[src/csa_regs.svh]
`ifndef CSA_REGS_SVH
`define CSA_REGS_SVH
// ----------------------------------------
// timing counts
// ----------------------------------------
`define CSA_CLK_MHZ 200
`define CSA_RAMP_STD_MS 600
`define CSA_RAMP_FAST_MS 250
`define CSA_RAMP_STD_CYC (`CSA_RAMP_STD_MS * 1000 * `CSA_CLK_MHZ)
`define CSA_RAMP_FAST_CYC (`CSA_RAMP_FAST_MS * 1000 * `CSA_CLK_MHZ)
// ----------------------------------------
// fault codes and reset values
// ----------------------------------------
`define CSA_FAULT_HIGH 8'h14
`define CSA_FAULT_LOW 8'h17
`define CSA_FAULT_NONE 8'h00
`define CSA_LEVEL_W 16
`define CSA_LEVEL_ZERO 16'h0000
`define CSA_LEVEL_MAX 16'hffff
`define CSA_KNOB_FINE 16'h0001
`define CSA_KNOB_NORMAL 16'h0010
`endif

[src/csa_pkg.sv]
package csa_pkg;
	typedef enum logic [2:0] {
		CSA_L_PWR = 3'b001,
		CSA_L_VOLT = 3'b010,
		CSA_L_CUR = 3'b100
	} csa_lview_t;
	typedef enum logic [4:0] {
		CSA_R_PWR = 5'b00001,
		CSA_R_VOLT = 5'b00010,
		CSA_R_CUR = 5'b00100,
		CSA_R_ENERGY = 5'b01000,
		CSA_R_MIN = 5'b10000
	} csa_rview_t;
	typedef enum logic [2:0] {
		CSA_REG_PWR = 3'b001,
		CSA_REG_VOLT = 3'b010,
		CSA_REG_CUR = 3'b100
	} csa_regm_t;
	typedef enum logic [3:0] {
		CSA_RS_IDLE = 4'b0001,
		CSA_RS_RAMP = 4'b0010,
		CSA_RS_PAUSE = 4'b0100,
		CSA_RS_HOLD = 4'b1000
	} csa_ramp_t;
	typedef enum logic [2:0] {
		CSA_K_OFF = 3'b001,
		CSA_K_LOCK = 3'b010,
		CSA_K_PROGRAM_MODE = 3'b100
	} csa_key_t;
	// what the right meter is showing
	typedef enum logic [2:0] {
		CSA_RD_ACTUAL = 3'd0,
		CSA_RD_SETPT = 3'd1,
		CSA_RD_RAMP = 3'd2,
		CSA_RD_CONFIG = 3'd3,
		CSA_RD_REV = 3'd4,
		CSA_RD_TARGET = 3'd5,
		CSA_RD_RUN = 3'd6
	} csa_rdsp_t;
	// owner of a function
	typedef enum logic [1:0] {
		CSA_OWN_PANEL = 2'd0,
		CSA_OWN_HOST = 2'd1,
		CSA_OWN_USER = 2'd2
	} csa_own_t;
endpackage : csa_pkg

[src/csa_arbiter.sv]
`timescale 1ns/1ps
`default_nettype none
`include "csa_regs.svh"
module csa_arbiter
	import csa_pkg::*;
#(
	parameter int unsigned RAMP_STD_CYC = `CSA_RAMP_STD_CYC,
	parameter int unsigned RAMP_FAST_CYC = `CSA_RAMP_FAST_CYC
) (
	// clock and reset
	input wire logic clk,
	input wire logic rst,
	// panel keys, one-cycle press and release pulses
	input wire logic key_off_press,
	input wire logic key_off_release,
	input wire logic key_on_press,
	input wire logic key_ldisp_press,
	input wire logic key_rdisp_press,
	input wire logic key_host_press,
	input wire logic key_rlevel_press,
	input wire logic key_rramp_press,
	input wire logic key_ron_press,
	input wire logic key_power_press,
	input wire logic key_current_press,
	input wire logic key_level_press,
	// panel keys, held levels
	input wire logic key_test_held,
	input wire logic key_level_held,
	input wire logic key_ramp_held,
	input wire logic key_setpt_held,
	input wire logic key_power_held,
	input wire logic key_current_held,
	input wire logic key_fine,
	// knob, signed steps per pulse
	input wire logic knob_step,
	input wire logic knob_up,
	// mode key switch
	input wire logic mode_off,
	input wire logic mode_lock,
	// interlocks and user port
	input wire logic interlocks_ok,
	input wire logic user_off_closed,
	input wire logic user_on_closed,
	input wire logic estop_in,
	input wire logic estop_return_closed,
	input wire logic user_level_connected,
	input wire logic [`CSA_LEVEL_W-1:0] user_level,
	input wire logic user_ramp_connected,
	input wire logic [`CSA_LEVEL_W-1:0] user_ramp,
	input wire logic [2:0] user_regm,
	// host port
	input wire logic host_ready_common,
	input wire logic host_on_req,
	input wire logic host_off_req,
	// status inputs
	input wire logic bus_over,
	input wire logic bus_under,
	input wire logic energy_kwh_tick,
	input wire logic fast_ramp_opt,
	input wire logic setpt_reached,
	// outputs
	output logic output_on_q,
	output logic contactor_closed_q,
	output logic flash_latch_q,
	output logic [7:0] fault_code_q,
	output logic show_off_q,
	output logic estop_block_q,
	output logic test_leds_q,
	output logic test_keys_q,
	output logic [2:0] lview_q,
	output logic [4:0] rview_q,
	output logic [2:0] rdsp_q,
	output logic [2:0] regm_q,
	output logic [1:0] own_level_q,
	output logic [1:0] own_ramp_q,
	output logic [1:0] own_onoff_q,
	output logic host_ctl_q,
	output logic user_level_q,
	output logic user_ramp_q,
	output logic user_on_q,
	output logic [`CSA_LEVEL_W-1:0] setpoint_q,
	output logic [`CSA_LEVEL_W-1:0] ramp_time_q,
	output logic [`CSA_LEVEL_W-1:0] level_out_q,
	output logic [3:0] ramp_state_q,
	output logic level_flash_q,
	output logic [`CSA_LEVEL_W-1:0] energy_left_q,
	output logic interlock_reset_q
);
	// ----------------------------------------
	// helpers
	// ----------------------------------------
	// saturating knob step, used for setpoint, ramp and output level
	function automatic logic [`CSA_LEVEL_W-1:0] knob_apply(
		input logic [`CSA_LEVEL_W-1:0] v, input logic up, input logic fine);
		logic [`CSA_LEVEL_W:0] s;
		logic [`CSA_LEVEL_W-1:0] st;
		st = fine ? `CSA_KNOB_FINE : `CSA_KNOB_NORMAL;
		if (up) begin
			s = {1'b0, v} + {1'b0, st};
			knob_apply = s[`CSA_LEVEL_W] ? `CSA_LEVEL_MAX
				: s[`CSA_LEVEL_W-1:0];
		end else begin
			knob_apply = (v < st) ? `CSA_LEVEL_ZERO : v - st;
		end
	endfunction : knob_apply

	// default owner by fixed priority
	function automatic logic [1:0] owner(input logic user, input logic host);
		if (user)
			owner = CSA_OWN_USER;
		else if (host)
			owner = CSA_OWN_HOST;
		else
			owner = CSA_OWN_PANEL;
	endfunction : owner

	// ----------------------------------------
	// qualifiers
	// ----------------------------------------
	logic active;
	logic program_mode;
	logic panel_on;
	logic off_clear_ok;
	logic on_allowed;
	logic [31:0] ramp_def_cyc;
	logic [31:0] ramp_cnt_q;
	logic mode_off_q;

	assign active = !mode_off;
	assign program_mode = active && !mode_lock;
	assign panel_on = !user_on_q && !host_ctl_q;
	// latch clears only with off input closed and interlocks met
	assign off_clear_ok = user_off_closed && interlocks_ok;
	assign on_allowed = active && interlocks_ok && !flash_latch_q
		&& !estop_block_q && !estop_in && fault_code_q == `CSA_FAULT_NONE;
	assign ramp_def_cyc = fast_ramp_opt ? RAMP_FAST_CYC : RAMP_STD_CYC;

	// ----------------------------------------
	// mode tracking and off display
	// ----------------------------------------
	always_ff @(posedge clk) begin
		if (rst) begin
			mode_off_q <= 1'b1;
			show_off_q <= 1'b1;
		end else begin
			mode_off_q <= mode_off;
			show_off_q <= mode_off;
		end
	end

	// ----------------------------------------
	// flash latch: set wins over clear
	// ----------------------------------------
	always_ff @(posedge clk) begin
		if (rst) begin
			flash_latch_q <= 1'b1;
		end else if ((mode_off_q && active)
			|| (key_host_press && program_mode && host_ctl_q)
			|| (key_ron_press && program_mode && user_on_q)) begin
			flash_latch_q <= 1'b1;
		end else if (key_off_press && active && off_clear_ok) begin
			flash_latch_q <= 1'b0;
		end
	end

	// ----------------------------------------
	// emergency stop
	// ----------------------------------------
	always_ff @(posedge clk) begin
		if (rst) begin
			estop_block_q <= 1'b0;
		end else if (estop_in) begin
			estop_block_q <= 1'b1;
		end else if (key_off_press && estop_return_closed) begin
			estop_block_q <= 1'b0;
		end
	end

	// ----------------------------------------
	// bus voltage faults, a new event wins over the clearing press
	// ----------------------------------------
	always_ff @(posedge clk) begin
		if (rst) begin
			fault_code_q <= `CSA_FAULT_NONE;
		end else if (bus_over) begin
			fault_code_q <= `CSA_FAULT_HIGH;
		end else if (bus_under) begin
			fault_code_q <= `CSA_FAULT_LOW;
		end else if (key_off_press) begin
			fault_code_q <= `CSA_FAULT_NONE;
		end
	end

	// ----------------------------------------
	// control site ownership
	// ----------------------------------------
	always_ff @(posedge clk) begin
		if (rst) begin
			host_ctl_q <= 1'b0;
			user_level_q <= 1'b0;
			user_ramp_q <= 1'b0;
			user_on_q <= 1'b0;
		end else if (program_mode) begin
			// lock mode freezes the control site
			if (key_host_press) begin
				if (host_ctl_q)
					host_ctl_q <= 1'b0;
				else if (host_ready_common)
					host_ctl_q <= 1'b1;
			end
			if (key_rlevel_press)
				user_level_q <= !user_level_q;
			if (key_rramp_press)
				user_ramp_q <= !user_ramp_q;
			if (key_ron_press)
				user_on_q <= !user_on_q;
		end
	end

	always_ff @(posedge clk) begin
		if (rst) begin
			own_level_q <= CSA_OWN_PANEL;
			own_ramp_q <= CSA_OWN_PANEL;
			own_onoff_q <= CSA_OWN_PANEL;
		end else begin
			own_level_q <= owner(user_level_q, host_ctl_q);
			own_ramp_q <= owner(user_ramp_q, host_ctl_q);
			own_onoff_q <= owner(user_on_q, host_ctl_q);
		end
	end

	// ----------------------------------------
	// output on/off and contactor
	// ----------------------------------------
	always_ff @(posedge clk) begin
		if (rst) begin
			output_on_q <= 1'b0;
			contactor_closed_q <= 1'b0;
			interlock_reset_q <= 1'b0;
		end else begin
			interlock_reset_q <= key_off_press && interlocks_ok;
			contactor_closed_q <= !estop_in && !estop_block_q;
			if (!on_allowed || key_off_press) begin
				output_on_q <= 1'b0;
			end else if (key_on_press && panel_on) begin
				output_on_q <= 1'b1;
			end else if (host_ctl_q && !user_on_q) begin
				if (host_off_req)
					output_on_q <= 1'b0;
				else if (host_on_req)
					output_on_q <= 1'b1;
			end else if (user_on_q) begin
				// two-wire: closed inputs turn on again once off is let go
				if (!user_off_closed)
					output_on_q <= 1'b0;
				else if (user_on_closed && (key_off_release
					|| !key_off_press))
					output_on_q <= 1'b1;
			end
		end
	end

	// ----------------------------------------
	// regulation method
	// ----------------------------------------
	always_ff @(posedge clk) begin
		if (rst) begin
			regm_q <= CSA_REG_PWR;
		end else if (user_level_q) begin
			regm_q <= user_regm;
		end else if (program_mode && !host_ctl_q
			&& (key_power_press || key_current_press)) begin
			if ((key_power_press || key_power_held)
				&& (key_current_press || key_current_held))
				regm_q <= CSA_REG_VOLT;
			else if (key_power_press)
				regm_q <= CSA_REG_PWR;
			else
				regm_q <= CSA_REG_CUR;
		end
	end

	// ----------------------------------------
	// setpoint and ramp time programming
	// ----------------------------------------
	always_ff @(posedge clk) begin
		if (rst) begin
			setpoint_q <= `CSA_LEVEL_ZERO;
		end else if (user_level_q) begin
			setpoint_q <= user_level_connected ? user_level
				: `CSA_LEVEL_ZERO;
		end else if (program_mode && !host_ctl_q && key_level_held && knob_step) begin
			setpoint_q <= knob_apply(setpoint_q, knob_up, key_fine);
		end
	end

	always_ff @(posedge clk) begin
		if (rst) begin
			ramp_time_q <= `CSA_LEVEL_ZERO;
		end else if (user_ramp_q) begin
			ramp_time_q <= user_ramp_connected ? user_ramp
				: `CSA_LEVEL_ZERO;
		end else if (program_mode && !host_ctl_q && key_ramp_held && knob_step) begin
			ramp_time_q <= knob_apply(ramp_time_q, knob_up, key_fine);
		end
	end

	// ----------------------------------------
	// ramp sequencer: default ramp when no time is programmed
	// ----------------------------------------
	always_ff @(posedge clk) begin
		if (rst) begin
			ramp_state_q <= CSA_RS_IDLE;
			ramp_cnt_q <= '0;
			level_out_q <= `CSA_LEVEL_ZERO;
			level_flash_q <= 1'b0;
		end else if (!output_on_q) begin
			ramp_state_q <= CSA_RS_IDLE;
			ramp_cnt_q <= '0;
			level_out_q <= `CSA_LEVEL_ZERO;
			level_flash_q <= 1'b0;
		end else begin
			unique case (ramp_state_q)
			CSA_RS_IDLE: begin
				ramp_state_q <= CSA_RS_RAMP;
				ramp_cnt_q <= '0;
			end
			CSA_RS_RAMP: begin
				// programmed ramps are timed elsewhere; here only the default
				if (key_level_press && active) begin
					ramp_state_q <= CSA_RS_PAUSE;
					level_flash_q <= 1'b1;
				end else if (setpt_reached || (ramp_time_q == `CSA_LEVEL_ZERO
					&& ramp_cnt_q >= ramp_def_cyc - 32'd1)) begin
					ramp_state_q <= CSA_RS_HOLD;
					level_out_q <= setpoint_q;
				end else begin
					ramp_cnt_q <= ramp_cnt_q + 32'd1;
				end
			end
			CSA_RS_PAUSE: begin
				if (key_level_press) begin
					ramp_state_q <= CSA_RS_RAMP;
					level_flash_q <= 1'b0;
				end else if (knob_step && active) begin
					level_out_q <= knob_apply(level_out_q, knob_up,
						key_fine);
				end
			end
			CSA_RS_HOLD: begin
				if (knob_step && active && !key_level_held)
					level_out_q <= knob_apply(level_out_q, knob_up,
						key_fine);
			end
			default: ramp_state_q <= CSA_RS_IDLE;
			endcase
		end
	end

	// ----------------------------------------
	// displays and test
	// ----------------------------------------
	always_ff @(posedge clk) begin
		if (rst) begin
			lview_q <= CSA_L_PWR;
			rview_q <= CSA_R_PWR;
		end else if (active) begin
			if (key_ldisp_press)
				lview_q <= {lview_q[1:0], lview_q[2]};
			if (key_rdisp_press)
				rview_q <= {rview_q[3:0], rview_q[4]};
		end
	end

	// sticky setpoint display, dropped by the right display key
	logic setpt_latched_q;
	always_ff @(posedge clk) begin
		if (rst) begin
			setpt_latched_q <= 1'b0;
		end else if (key_rdisp_press) begin
			setpt_latched_q <= 1'b0;
		end else if (key_setpt_held && key_level_press) begin
			setpt_latched_q <= 1'b1;
		end
	end

	always_ff @(posedge clk) begin
		if (rst) begin
			rdsp_q <= CSA_RD_ACTUAL;
		end else if (key_setpt_held && key_power_held && key_current_held) begin
			rdsp_q <= CSA_RD_REV;
		end else if (key_setpt_held && key_power_held) begin
			rdsp_q <= CSA_RD_CONFIG;
		end else if (key_ramp_held) begin
			rdsp_q <= CSA_RD_RAMP;
		end else if (key_setpt_held || setpt_latched_q) begin
			if (rview_q == CSA_R_ENERGY)
				rdsp_q <= CSA_RD_TARGET;
			else if (rview_q == CSA_R_MIN)
				rdsp_q <= CSA_RD_RUN;
			else
				rdsp_q <= CSA_RD_SETPT;
		end else begin
			rdsp_q <= CSA_RD_ACTUAL;
		end
	end

	always_ff @(posedge clk) begin
		if (rst) begin
			test_leds_q <= 1'b0;
			test_keys_q <= 1'b0;
		end else begin
			test_leds_q <= active && key_test_held;
			test_keys_q <= active && key_test_held && !output_on_q;
		end
	end

	// remaining target life, whole kWh steps
	always_ff @(posedge clk) begin
		if (rst) begin
			energy_left_q <= `CSA_LEVEL_MAX;
		end else if (energy_kwh_tick && energy_left_q != `CSA_LEVEL_ZERO) begin
			energy_left_q <= energy_left_q - `CSA_KNOB_FINE;
		end
	end
endmodule : csa_arbiter
`default_nettype wire

[config.mk]
export PLATFORM = sky130hd
export DESIGN_NAME = csa_arbiter
export DESIGN_NICKNAME = d
export VERILOG_FILES = /design/src/csa_pkg.sv /design/src/csa_arbiter.sv
export VERILOG_INCLUDE_DIRS = /design/src
export SDC_FILE = /design/constraint.sdc
export NUM_CORES = 1
export LEC_CHECK = 0
export ABC_AREA = 1
export CAP_MARGIN = 20
export CORE_UTILIZATION = 55
export CTS_CLUSTER_DIAMETER = 100
export CTS_CLUSTER_SIZE = 16
export DETAILED_ROUTE_END_ITERATION = 16
export DONT_BUFFER_PORTS = 1
export GPL_ROUTABILITY_DRIVEN = 0
export PLACE_DENSITY = 0.79
export SLEW_MARGIN = 20
export SYNTH_ARGS = -nofsm -noshare
export SYNTH_HDL_FRONTEND = slang
export SYNTH_SLANG_ARGS = --single-unit
export TNS_END_PERCENT = 20
[constraint.sdc]
create_clock -name clk -period 3.35 [get_ports clk]
set_input_delay 0.1675 -clock clk [delete_from_list [all_inputs] [get_ports clk]]
set_output_delay 0.1675 -clock clk [all_outputs]
set_load 0.01 [all_outputs]
* Word-level counts from Yosys, hierarchy flattened
Index checks and enable logic that the tools add are counted.
** Storage, ports and cells
- Bits in registers :: 138
- Input bits :: 75
- Output and inout port bits :: 109
- Word-level logic and storage cells :: 220
** Cells by class
- Add/subtract/negate cells :: 9
- $lt $le $gt $ge :: 4
- Equal/unequal tests :: 17
- Multiplexer cells :: 61
- Bitwise gates (word level) :: 3
- Reductions and logical operators :: 93
** Operators with widths (count)
- $mux W16 :: 20
- $mux W32 :: 2
- $pmux W32 S2 :: 1
- $pmux W16 S3 :: 1
- $logic_and A1 B1 Y1 :: 38
- $add A16 B16 Y17 :: 2
- $add A32 B1 Y32 const B :: 1
- $ge A32 B32 Y1 :: 1
- $lt A16 B16 Y1 :: 2
- $sub A16 B16 Y16 :: 2
- $mux W3 :: 10
- $sub A27 B1 Y28 const B :: 1
- $mux W27 :: 1
- $mux W5 :: 4
- $reduce_or A2 Y1 :: 9
- $add A16 B5 Y17 :: 1
- $logic_not A16 Y1 :: 1
- $lt A16 B5 Y1 :: 1
- $ne A2 B2 Y1 const B :: 8
- $pmux W4 S4 :: 1
- $reduce_bool A16 Y1 :: 1
- $sub A16 B1 Y16 const B :: 1
- $sub A16 B5 Y16 :: 1
- $mux W1 :: 14
- other kinds (21) :: 63

* Logic depth before layout (Yosys ltp)
- Depth after elaboration :: 9
- Depth in mapped cells :: 17
- Gate-level depth less buffers :: 16

* Worst setup path before layout
OpenSTA, ideal clock, no wires.
- Path type :: register -> register
- Start :: reg level_out_q[0]
- End :: reg level_out_q[3]
- Arrival :: 1861 ps
- Required time :: 3286 ps
- Path slack :: 1425 ps
- Cell stages (with the launch flop) :: 14
- Path buffers :: 1
- Period minus slack after synthesis :: 1925 ps
- Cell sequence :: dfxtp_1 > ha_1 > ha_1 > inv_1 > nor2_2 > nand2_1 > nand2_2 > nand3_4 > buf_6 > a21oi_1 > nor2_1 > a21oi_1 > nor2_1 > nor2_1
** Between the ends
- Longest elaborated chain between the ends :: 6
** RTL lines
- start: declaration :: RTL line csa_arbiter.sv:83 : output logic [`CSA_LEVEL_W-1:0] level_out_q,
- start signal: assignment :: RTL line csa_arbiter.sv:315 : level_out_q <= `CSA_LEVEL_ZERO;
- start signal: assignment :: RTL line csa_arbiter.sv:320 : level_out_q <= `CSA_LEVEL_ZERO;
- start signal: assignment :: RTL line csa_arbiter.sv:336 : level_out_q <= setpoint_q;
- $sub A16 B5 Y16, or another cell as far along :: RTL line csa_arbiter.sv:103 : knob_apply = (v < st) ? `CSA_LEVEL_ZERO : v - st;
- $mux W16 (on tied branches) :: RTL line csa_arbiter.sv:103, csa_arbiter.sv:100
- $mux W16 * :: RTL line csa_arbiter.sv:98 : if (up) begin
- $mux W16 :: RTL line csa_arbiter.sv:345 : end else if (knob_step && active) begin
- $mux W16 :: RTL line csa_arbiter.sv:342 : if (key_level_press) begin
- $pmux W16 S3 * :: RTL line csa_arbiter.sv:323 : unique case (ramp_state_q)
Every way passes the cells marked *; elsewhere a longest branch is shown, timed or not. The select of a mux whose other input is x is not followed.
A chain may end at the register's enable or synchronous reset.

* Worst setup path after layout
- Start :: reg host_ctl_q
- End :: reg setpoint_q[13]
** Between the ends
- Longest elaborated chain between the ends :: 5
** RTL lines
- start: declaration :: RTL line csa_arbiter.sv:77 : output logic host_ctl_q,
- start signal: assignment :: RTL line csa_arbiter.sv:199 : host_ctl_q <= 1'b0;
- start signal: assignment :: RTL line csa_arbiter.sv:207 : host_ctl_q <= 1'b0;
- start signal: assignment :: RTL line csa_arbiter.sv:209 : host_ctl_q <= 1'b1;
- $logic_not A1 Y1 :: RTL line csa_arbiter.sv:292 : end else if (program_mode && !host_ctl_q && key_level_held && knob_step) begin
- $logic_and A1 B1 Y1 (3 in a row) :: RTL line csa_arbiter.sv:292
- $reduce_bool A2 Y1 (no source line)
- end signal: assignment :: RTL line csa_arbiter.sv:288 : setpoint_q <= `CSA_LEVEL_ZERO;
- end signal: assignment :: RTL line csa_arbiter.sv:290 : setpoint_q <= user_level_connected ? user_level
- end signal: assignment :: RTL line csa_arbiter.sv:293 : setpoint_q <= knob_apply(setpoint_q, knob_up, key_fine);
- end: declaration :: RTL line csa_arbiter.sv:81 : output logic [`CSA_LEVEL_W-1:0] setpoint_q,
No other way between the ends.

==> flow_metrics.env <==
export IMPL_groute_usage_overall_pct=34.1
export IMPL_netlist_area_um2=10600
export IMPL_max_freq_ghz=0.321
export IMPL_leakage_nw=5.18
export IMPL_required_ns=3.66
export IMPL_synth_cells=1764
export IMPL_yosys_warnings=0
export IMPL_port_buffers=0
export IMPL_crit_type="reg -> reg"
export IMPL_clock_sinks=136
export IMPL_worst_pin_slew_ns=0.844
export IMPL_vdd_ir_drop_max_mv=0.357
export IMPL_path_max_fanout=17
export IMPL_clk_latency_ns=0.43
export IMPL_cts_made_buffers=17
export IMPL_multi_input_area_um2=6810
export IMPL_drt_iter0_drc=1121
export IMPL_worstPathArrival_ns=3.43
export IMPL_synth_top_cell_by_area="dfxtp_1"
export IMPL_nFillCells=1687
export IMPL_drv_cap=0
export IMPL_fin_cells=2073
export IMPL_fin_crit_sh_pct=93.0
export IMPL_dp_cells=1959
export IMPL_overflow=0
export IMPL_synth_xor_area_share_pct=4.11
export IMPL_finalSetupTns_ns=0
export IMPL_period_needed_ns=3.12
export IMPL_wl_per_cell_um=16.3
export IMPL_grt_max_degree=62
export IMPL_met2_length_um=15900
export IMPL_antenna_found_initial=1
export IMPL_synthAdderAreaFrac_pct=4.23
export IMPL_die_w_um=141
export IMPL_drt_met1_wl_um=13700
export IMPL_synth_top_cell_area_share_pct=25.6
export IMPL_clock_path_buffers=2
export IMPL_ant_nets=0
export IMPL_relSlewSlack_pct=43.6
export IMPL_slew_viol_final=0
export IMPL_seq_area_um2=2720
export IMPL_cts_tree="yes"
export IMPL_cts_max_level=4
export IMPL_rsz0062_at_grt="false"
export IMPL_grt_pass1_wl_um=54700
export IMPL_yosys_area_share_simple_pct=41.7
export IMPL_fin_skew_ns=0.0104
export IMPL_synth_seq_cells=136
export IMPL_start_util_pct=56.5
export IMPL_route_met3_wl_um=3230
export IMPL_synthMuxAreaShare_pct=0
export IMPL_startpoint_type="flop"
export IMPL_hold_path_class="in -> reg"
export IMPL_num_rows=50
export IMPL_synth_edff_count=0
export IMPL_design_final_nets=1911
export IMPL_synth_top_family_by_area="simple AND/OR/NAND/NOR gates"
export IMPL_drive_gt1_share_pct=5.90
export IMPL_ys_flop_type="dfxtp_1"
export IMPL_syn_area_per_cell_um2=6.04
export IMPL_synth_seq_area_share_pct=25.6
export IMPL_hpwlAfterDp_um=22800
export IMPL_grt_pass1_vias=11200
export IMPL_setup_violations=0
export IMPL_pin_count=184
export IMPL_p_per_area_nw_per_um2=393
export IMPL_vias=12000
export IMPL_coreArea_um2=18800
export IMPL_yosys_cell_types_count=54
export IMPL_dieArea_um2=19900
export IMPL_top_layer="met5"
export IMPL_outcome="completed"
export IMPL_routed_wl_um=33900
export IMPL_die_h_um=141
export IMPL_final_hold_viol_count=0
export IMPL_drc=0
export IMPL_viasPerCell=5.79
export IMPL_drt_first_pass_iters=6
export IMPL_cts_root_buf="clkbuf_16"
export IMPL_synth_area_leaders="dfxtp_1 26%, nand2_1 16%, nor2_1 8.7%"
export IMPL_cp_end_kind="flop"
export IMPL_synth_compound_area_share_pct=13.8
export IMPL_path_clk_slew_ns=0.07
export IMPL_antenna_cells=0
export IMPL_layout_area_overhead_vs_synth_pct=13.5
export IMPL_synthArstFlopShare_pct=0
==> per-stage QoR <==
| stage | setup slack [ns] | area, um2 | power, mW | hold WS, ns | utilization, % |
|---|---|---|---|---|---|
| after CTS | 0.373 | 12100 | 4.72 | 0.00283 | 64.2 |
| final | 0.234 | 12100 | 4.75 | 0.0134 | 64.2 |
| after detailed placement | 0.919 | 10600 | 2.55 | 0.243 | 56.4 |
| after floorplan | 1.42 | 10700 | 2.40 | 0.247 | - |
| after global routing | 0.0831 | 12100 | 4.93 | 0.0324 | 64.2 |
| after global placement | 0.999 | 10600 | 2.53 | 0.239 | 56.4 |
==> sequential cells by signal (all words and copies together), names as in the netlist, 3 cells and up <==
register / flops
energy_left_q: 16
level_out_q: 16
lview_q: 3
ramp_cnt_q: 32
ramp_state_q: 4
ramp_time_q: 16
rdsp_q: 3
regm_q: 3
rview_q: 5
setpoint_q: 16
==> per-layer routing <==
metal / up-vias / track usage [%]
met4: 2 / 15.9
li1: 5847 / -
met5: - / 0
met1: 5413 / 41.3
met2: 630 / 56.4
met3: 118 / 8.73
==> kinds of logic (layout without fill, tap and decap cells) <==
family,Yosys count,count (layout)
simple gates,1017,1017
other cells,1,4
xor+xnor,50,50
compound gates,265,265
flops,136,136
fa+ha+maj,36,36
buf+inv,259,305
==> layout make-up <==
class	instances	share of cell area (%)
Multi-Input combinational cell	1372	56.4
Sequential cell	136	22.5
Timing Repair Buffer	92	7.41
Inverter	181	5.64
Clock buffer	17	3.52
Tap cell	260	2.69
Clock inverter	15	1.82
==> critical path: stages, from the launching register on <==
cell           delay (ns)
dfxtp_1              0.40
nor3_1               0.52
nand3_1              0.19
nand2_1              0.46
inv_1                0.46
a21oi_1              0.26
a21oi_1              0.12
dlygate4sd3_1        0.59
==> final timing paths <==
check / endpoint / slack, ns / cells after the start / startpoint
setup / recovery: setpoint_q[13] / 0.23 / 7 / host_ctl_q
hold reg to reg: ramp_cnt_q[31] / 0.52 / 2 / ramp_cnt_q[31]
hold / removal: setpoint_q[14] / 0.01 / 4 / knob_up
setup reg to reg: setpoint_q[13] / 0.23 / 7 / host_ctl_q
==> Yosys cell counts, drive strengths merged (2+ instances only) <==
cell type  number
a211oi          3
a21o            3
a21oi         134
a31oi           8
buf            40
clkbuf         38
clkinv          4
dfxtp         136
ha             36
inv           177
nand2         460
nand3         178
nand3b          6
nand4          44
nor2          256
nor3           56
nor3b           5
nor4            2
o211ai          8
o21ai         101
o21bai          3
or2             7
xnor2          13
xor2           37
==> placed cells by master (no fill, tap or decap), types with 6 or more instances in the layout <==
cell           Yosys  routed
nand4_1           44      44
nand3_2            8       8
inv_1            164     164
or2_2              6       6
dfxtp_1          136     136
nand3_1          168     168
a21oi_2            9       9
a21oi_1          123     123
clkbuf_16          0      17
dlygate4sd3_1      0      82
inv_2             12      12
nand2_1          450     450
a31oi_1            8       8
o211ai_1           8       8
nor3_1            52      52
o21ai_1           16      16
ha_1              36      36
nand3b_1           6       6
xor2_1            37      37
nor2_2             7       7
nor2_1           248     248
xnor2_1           13      13
o21ai_0           84      84
inv_8              0       7
nand2_2            9       9
buf_4             20      10
==> report_power, final <==
group / leakage, nW / internal (mW) / switching, mW
clock network: 0.319 / 1.22 / 0.878
registers: 1.11 / 1.67 / 0.141
logic: 3.75 / 0.316 / 0.516
total: 5.18 / 3.21 / 1.53
==> repair_timing <==
item | in CTS | in global routing
hold buffers | 82 | 0
setup buffers | 0 | 0
gates resized for setup | 0 | 0
setup endpoints to repair | 0 | 0
endpoints found under the hold margin | 63 | 0
No activity file was read; power rests on OpenSTA's default activity.
